### src/cict_pkg.sv
// Package for the instruction cycle timing block: operation codes,
// request carrier, cycle figures and the output clock hold count.
// Assumes one clock domain; all figures but the two ns times are counted in input clocks.
package cict_pkg;

  // Instruction groups timed by this block
  typedef enum logic [2:0] {
    CICT_ADC_IMM_ACC = 3'h0, // Add with carry, immediate to accumulator
    CICT_CMP_IMM_ACC = 3'h1, // compare_op, immediate with accumulator
    CICT_AND_RM_REG = 3'h2, // Conjunction, reg/mem with register
    CICT_CALL_FAR_DIR = 3'h3, // Direct far call
    CICT_CALL_NEAR_DIR = 3'h4, // Direct near call
    CICT_CALL_FAR_IND = 3'h5, // Indirect far call
    CICT_CMP_RM_REG = 3'h6, // compare_op, reg/mem with register
    CICT_ADC_IMM_RM = 3'h7 // Add with carry, immediate to reg/mem
  } cict_op_t;

  // One instruction request
  typedef struct packed {
    cict_op_t op; // Instruction group
    logic second_form; // Memory or word form of a paired figure
    logic word_op; // Word sized operand
  } cict_req_t;

  // Cycle figures in input clocks
  localparam logic [5:0] CICT_ACC_BYTE = 6'h03;
  localparam logic [5:0] CICT_ACC_WORD = 6'h04;
  localparam logic [5:0] CICT_RM_REG = 6'h03;
  localparam logic [5:0] CICT_RM_MEM = 6'h0A;
  localparam logic [5:0] CICT_IMM_REG = 6'h04;
  localparam logic [5:0] CICT_IMM_MEM = 6'h10;
  localparam logic [5:0] CICT_FAR_DIR_W16 = 6'h17;
  localparam logic [5:0] CICT_FAR_DIR_W8 = 6'h1F;
  localparam logic [5:0] CICT_NEAR_DIR_W16 = 6'h0F;
  localparam logic [5:0] CICT_NEAR_DIR_W8 = 6'h13;
  localparam logic [5:0] CICT_FAR_IND_W16 = 6'h26;
  localparam logic [5:0] CICT_FAR_IND_W8 = 6'h36;
  localparam logic [5:0] CICT_WORD_MEM_ADD = 6'h04;
  localparam logic [5:0] CICT_CNT_RST = 6'h00;

  // Output clock low hold after reset release: two input clocks
  localparam int CICT_CLKIN_PERIOD_NS = 40;
  localparam int CICT_HOLD_NS = 2 * CICT_CLKIN_PERIOD_NS;
  localparam logic [1:0] CICT_HOLD_CYC = 2'(CICT_HOLD_NS / CICT_CLKIN_PERIOD_NS);

endpackage

### src/cict_core.sv
// Instruction cycle timing core with output clock alignment on reset release.
// Assumes all inputs except rst_n synchronous to clk; clk is the input clock.
`timescale 1ns/1ns

module cict_core (
  input wire logic clk, // Input clock, 25 MHz
  input wire logic rst_n, // Asynchronous reset, active low
  input wire logic ce, // Clock enable, freezes all state when low
  input wire logic resin_n, // Reset input pin, active low
  input wire logic bus8, // High for the 8-bit bus variant
  input wire logic req_valid, // Instruction request valid
  input wire cict_pkg::cict_req_t req, // Instruction request
  output logic req_ready, // Ready to take a request
  output logic busy, // Instruction in execution
  output logic done, // Last clock of the instruction
  output logic [5:0] cycles, // Clocks charged to current instruction
  output logic clkout // Output clock, half the input clock
);

  logic resin_q;
  logic clkout_q;
  logic [1:0] hold_q;
  logic busy_q;
  logic [5:0] cnt_q;
  logic [5:0] len_q;
  logic [5:0] len_d;
  logic [5:0] run_q;
  cict_pkg::cict_req_t cur_q;
  logic resin_rise;
  logic take;

  assign resin_rise = resin_n && !resin_q;
  assign req_ready = !busy_q && resin_n;
  assign take = ce && req_valid && req_ready;
  assign busy = busy_q;
  assign done = busy_q && (cnt_q == 6'h01);
  assign cycles = len_q;
  assign clkout = clkout_q;

  // Reset input edge detector; starts at idle high so no false edge after reset
  always_ff @(posedge clk or negedge rst_n) begin
    if (!rst_n) begin
      resin_q <= 1'b1;
    end else if (ce) begin
      resin_q <= resin_n;
    end
  end

  // Output clock divider with realignment on reset release
  always_ff @(posedge clk or negedge rst_n) begin
    if (!rst_n) begin
      clkout_q <= 1'b0;
      hold_q <= 2'h0;
    end else if (ce) begin
      if (resin_rise && clkout_q) begin
        clkout_q <= 1'b0;
        hold_q <= cict_pkg::CICT_HOLD_CYC - 2'h1;
      end else if (hold_q != 2'h0) begin
        hold_q <= hold_q - 2'h1;
      end else begin
        clkout_q <= !clkout_q;
      end
    end
  end

  // Cycle figure lookup for a request
  always_comb begin
    len_d = cict_pkg::CICT_CNT_RST;
    unique case (req.op)
      cict_pkg::CICT_ADC_IMM_ACC, cict_pkg::CICT_CMP_IMM_ACC: begin
        len_d = req.second_form ? cict_pkg::CICT_ACC_WORD
                                : cict_pkg::CICT_ACC_BYTE;
      end
      cict_pkg::CICT_AND_RM_REG, cict_pkg::CICT_CMP_RM_REG: begin
        len_d = req.second_form ? cict_pkg::CICT_RM_MEM
                                : cict_pkg::CICT_RM_REG;
      end
      cict_pkg::CICT_ADC_IMM_RM: begin
        len_d = req.second_form ? cict_pkg::CICT_IMM_MEM : cict_pkg::CICT_IMM_REG;
      end
      cict_pkg::CICT_CALL_FAR_DIR: begin
        len_d = bus8 ? cict_pkg::CICT_FAR_DIR_W8 : cict_pkg::CICT_FAR_DIR_W16;
      end
      cict_pkg::CICT_CALL_NEAR_DIR: begin
        len_d = bus8 ? cict_pkg::CICT_NEAR_DIR_W8 : cict_pkg::CICT_NEAR_DIR_W16;
      end
      cict_pkg::CICT_CALL_FAR_IND: begin
        len_d = bus8 ? cict_pkg::CICT_FAR_IND_W8 : cict_pkg::CICT_FAR_IND_W16;
      end
    endcase
    // Word memory forms on the 8-bit bus pay for the extra transfer
    if (bus8 && req.word_op && req.second_form &&
        (req.op == cict_pkg::CICT_AND_RM_REG || req.op == cict_pkg::CICT_CMP_RM_REG ||
         req.op == cict_pkg::CICT_ADC_IMM_RM)) begin
      len_d = len_d + cict_pkg::CICT_WORD_MEM_ADD;
    end
  end

  // Execution counter; reset input aborts the running instruction
  always_ff @(posedge clk or negedge rst_n) begin
    if (!rst_n) begin
      busy_q <= 1'b0;
      cnt_q <= cict_pkg::CICT_CNT_RST;
      len_q <= cict_pkg::CICT_CNT_RST;
      cur_q <= '0;
    end else if (ce) begin
      if (!resin_n) begin
        busy_q <= 1'b0;
        cnt_q <= cict_pkg::CICT_CNT_RST;
      end else if (take) begin
        busy_q <= 1'b1;
        cnt_q <= len_d;
        len_q <= len_d;
        cur_q <= req;
      end else if (busy_q) begin
        cnt_q <= cnt_q - 6'h01;
        busy_q <= (cnt_q != 6'h01);
      end
    end
  end

  // Helper: clocks spent so far by the running instruction
  always_ff @(posedge clk or negedge rst_n) begin
    if (!rst_n) begin
      run_q <= 6'h00;
    end else if (ce) begin
      if (take) begin
        run_q <= 6'h00;
      end else if (busy_q) begin
        run_q <= run_q + 6'h01;
      end
    end
  end
endmodule

### config.mk
export PLATFORM = sky130hd
export DESIGN_NAME = cict_core
export DESIGN_NICKNAME = d
export VERILOG_FILES = /design/src/cict_pkg.sv /design/src/cict_core.sv
export SDC_FILE = /design/constraint.sdc
export NUM_CORES = 1
export LEC_CHECK = 0
export BUFFER_PORTS_ARGS = -buffer_cell sky130_fd_sc_hd__buf_4
export CORE_UTILIZATION = 53
export CTS_CLUSTER_SIZE = 25
export DETAILED_ROUTE_END_ITERATION = 16
export MAX_ROUTING_LAYER = met4
export PLACE_DENSITY_LB_ADDON = 0.12
export SLEW_MARGIN = 0
export SYNTH_ARGS = -nofsm -noshare
export SYNTH_HDL_FRONTEND = slang
export SYNTH_SLANG_ARGS = --single-unit
export TNS_END_PERCENT = 1
### constraint.sdc
create_clock -name clk -period 1.7 [get_ports clk]
set_input_delay 0.425 -clock clk [delete_from_list [all_inputs] [get_ports clk]]
set_output_delay 0.425 -clock clk [all_outputs]
set_load 0.02 [all_outputs]
==> flow_summary.ini <==
[sta]
hold_viol = 0
worst_slack_ps = -120
drv_slew = 0
relSlewSlack = 0.733
fin_crit_sh = 1.07
rsz0062_at_grt = yes
tns_ps = -120
worst_slew_pin_slew_ps = 399
holdWs_ps = 415
fmax_ghz = 0.549
post-route-min-period_ps = 1820
finalSetupViolCount = 1
finClkSkew_ps = 1.23

[flow_run]
max-cap-violations = 0

[yosys]
synth.largest_area_cell = dfrtp_1
synth_seq_cells = 17
synth_compound_area_frac = 0.260
synth_area_mm2 = 0.00102
synthXorXnorAreaFrac = 0.00858
synth.area.mux_share = 0.0110
syn_inst = 110
synth_top_family_by_area = compound AO/OA/AOI/OAI gates
ys_seq_area_frac = 0.418
synthSimpleGateAreaFrac = 0.196
synth_top_area_frac = 0.392
ys_types = 39
avgSynthCellArea_um2 = 9.28
yosysWarnings = 0
synth_nets = 124
ys_top_cells_by_area = dfrtp_1 39%, o21ai_0 5.9%, a21o_1 3.7%, ha_1 3.7%, inv_1 3.3%
synthAdderAreaFrac = 0.0368

[layout]
finalInstanceArea_mm2 = 0.00122
fin_util = 0.693
nets = 147
area_growth_pct = 19.7
drive_above_1_share = 0.250
antenna_cells = 0
fin_cells = 157

[run_status]
outcome = complete, but fails checks
violations = negative setup slack

[routing]
wl_met1_mm = 1.00
drtIter0Drc = 52
wl_met3_um = 184
drc_errors = 0
avgViaCountPerCell = 6.10
post_drt_wl_per_cell_um = 14.9
drt-total-wl_mm = 2.35
dr.pass1.iters = 4
routed.top_layer = met4
antenna_left = 0
via_count = 957
wl_met2_mm = 1.14

[worst_setup_path]
critPathKind = reg2out
crit_path_end_kind = output pin
required_ps = 1270
setup.worst_path.start_class = register
critPathMaxStageDelay_ps = 570
crit_buf_inv = 1
cp_max_fo = 12
cp.arrival_ps = 1400
cp_top_family = flip-flops
worstPathCellList = nand3b_1, nor4_2, buf_4
crit_slowest_cell = dfrtp_1

[worst_hold_path]
worstHoldPathType = in2reg

[global_routing]
grtUsageTotal = 0.250
grt_pass1_vias = 813
antenna_found_initial = 0
grt_max_degree = 18
grt_pass1_wl_mm = 3.56
grt-ovfl-total = 0

[power]
power_density_mw_per_mm2 = 1060
leakage_nw = 0.584
worst_ir_drop_vdd_mv = 0.580
total_power_mw = 1.29

[clocking]
cts_tree = yes
cts.clk_slew.worst_paths_ps = 100
cts_root_buffer = clkbuf_4
cts_buffers = 3
cts_num_sinks = 17
insertion_delay_ps = 290
cts.path.max_buffers = 2
cts_max_level = 1

[die]
rows = 15
ios = 21
chipHeight_um = 45.9
start_util = 0.579
die-width_um = 45.9
fp.coreArea_mm2 = 0.00176
die_area_mm2 = 0.00211

[placed_design]
dp_hpwl_mm = 1.76
io_buffer_count = 20
dpl_cell_area_mm2 = 0.00119
dp.cells = 152
dp_slack_ps = 136
gp_congestion = 0.950
## cell usage in the layout, fill, tap and decap left out, types with 5 or more instances in the layout
master	Yosys	final
buf_4	0	22
a21o_1	5	5
a21oi_1	6	6
inv_1	9	8
nand2_1	9	9
dfrtp_1	16	16
o21ai_0	12	12
## power by group
group / switching (mW) / internal [mW] / total (mW)
Clock: 0.127 / 0.0912 / 0.218
Combinational: 0.261 / 0.225 / 0.486
Sequential: 0.0863 / 0.503 / 0.590
Total: 0.474 / 0.820 / 1.29
## area by class of cell
type / count / area (um2)
Clock buffer: 4 / 26.3
Fill cell: 155 / 542
Multi-Input combinational cell: 79 / 529
Tap cell: 25 / 31.3
Timing Repair Buffer: 23 / 175
Inverter: 9 / 33.8
Sequential cell: 17 / 427
## final timing paths
path / start / end / slack, ps / cells after the start
setup / recovery: busy / done / -120 / 3
hold / removal: ce / busy / 420 / 2
setup reg to reg: cnt_q[0] / cnt_q[5] / 110 / 4
hold reg to reg: hold_q[1] / hold_q[1] / 480 / 2
max in group asynchronous: rst_n / resin_q / 910 / 2
min in group asynchronous: rst_n / cycles[2] / 530 / 2
## kinds of logic after synthesis
| logic type | after synthesis |
|---|---|
| AOI/OAI and AO/OA | 40 |
| buffers and inverters | 14 |
| muxes | 1 |
| adders and majority gates | 3 |
| xor gates and xnor gates | 1 |
| DFF | 17 |
| and+or+nand+nor | 34 |
## timing repair
item / 4_1_cts / 5_1_grt
setup endpoints to repair: 1 / 1
setup buffers: 0 / 0
hold buffers: 1 / 0
endpoints found under the hold margin: 16 / 0
resized for setup: 1 / 0
## layer usage
metal	track usage	up-vias
met5	-	-
met1	0.323	459
met4	0.106	0
met3	0.0357	4
li1	-	451
met2	0.389	43
## registers in the layout, indices dropped and copies added (netlist names)
name,count
busy,1
clkout,1
cnt_q,6
cycles,6
hold_q,2
resin_q,1
## synth_stat cells, drive strengths merged
master  instances
o31ai           1
and3b           1
or4             1
nor3b           1
o22ai           2
nand2           9
a221o           2
a21o            7
o2111a          1
nand2b          3
clkbuf          3
dfrtp          16
nor2b           3
ha              3
a31oi           3
nor4            3
nor2            3
mux2            1
o31a            1
a21boi          1
o221ai          1
nand4           2
o41ai           1
nand3           1
inv             9
o211ai          1
a221oi          1
buf             2
and4b           1
dfstp           1
nand3b          3
a21oi           6
xnor2           1
o21ai          12
or3             3
Power figures use the tool's default switching activity.
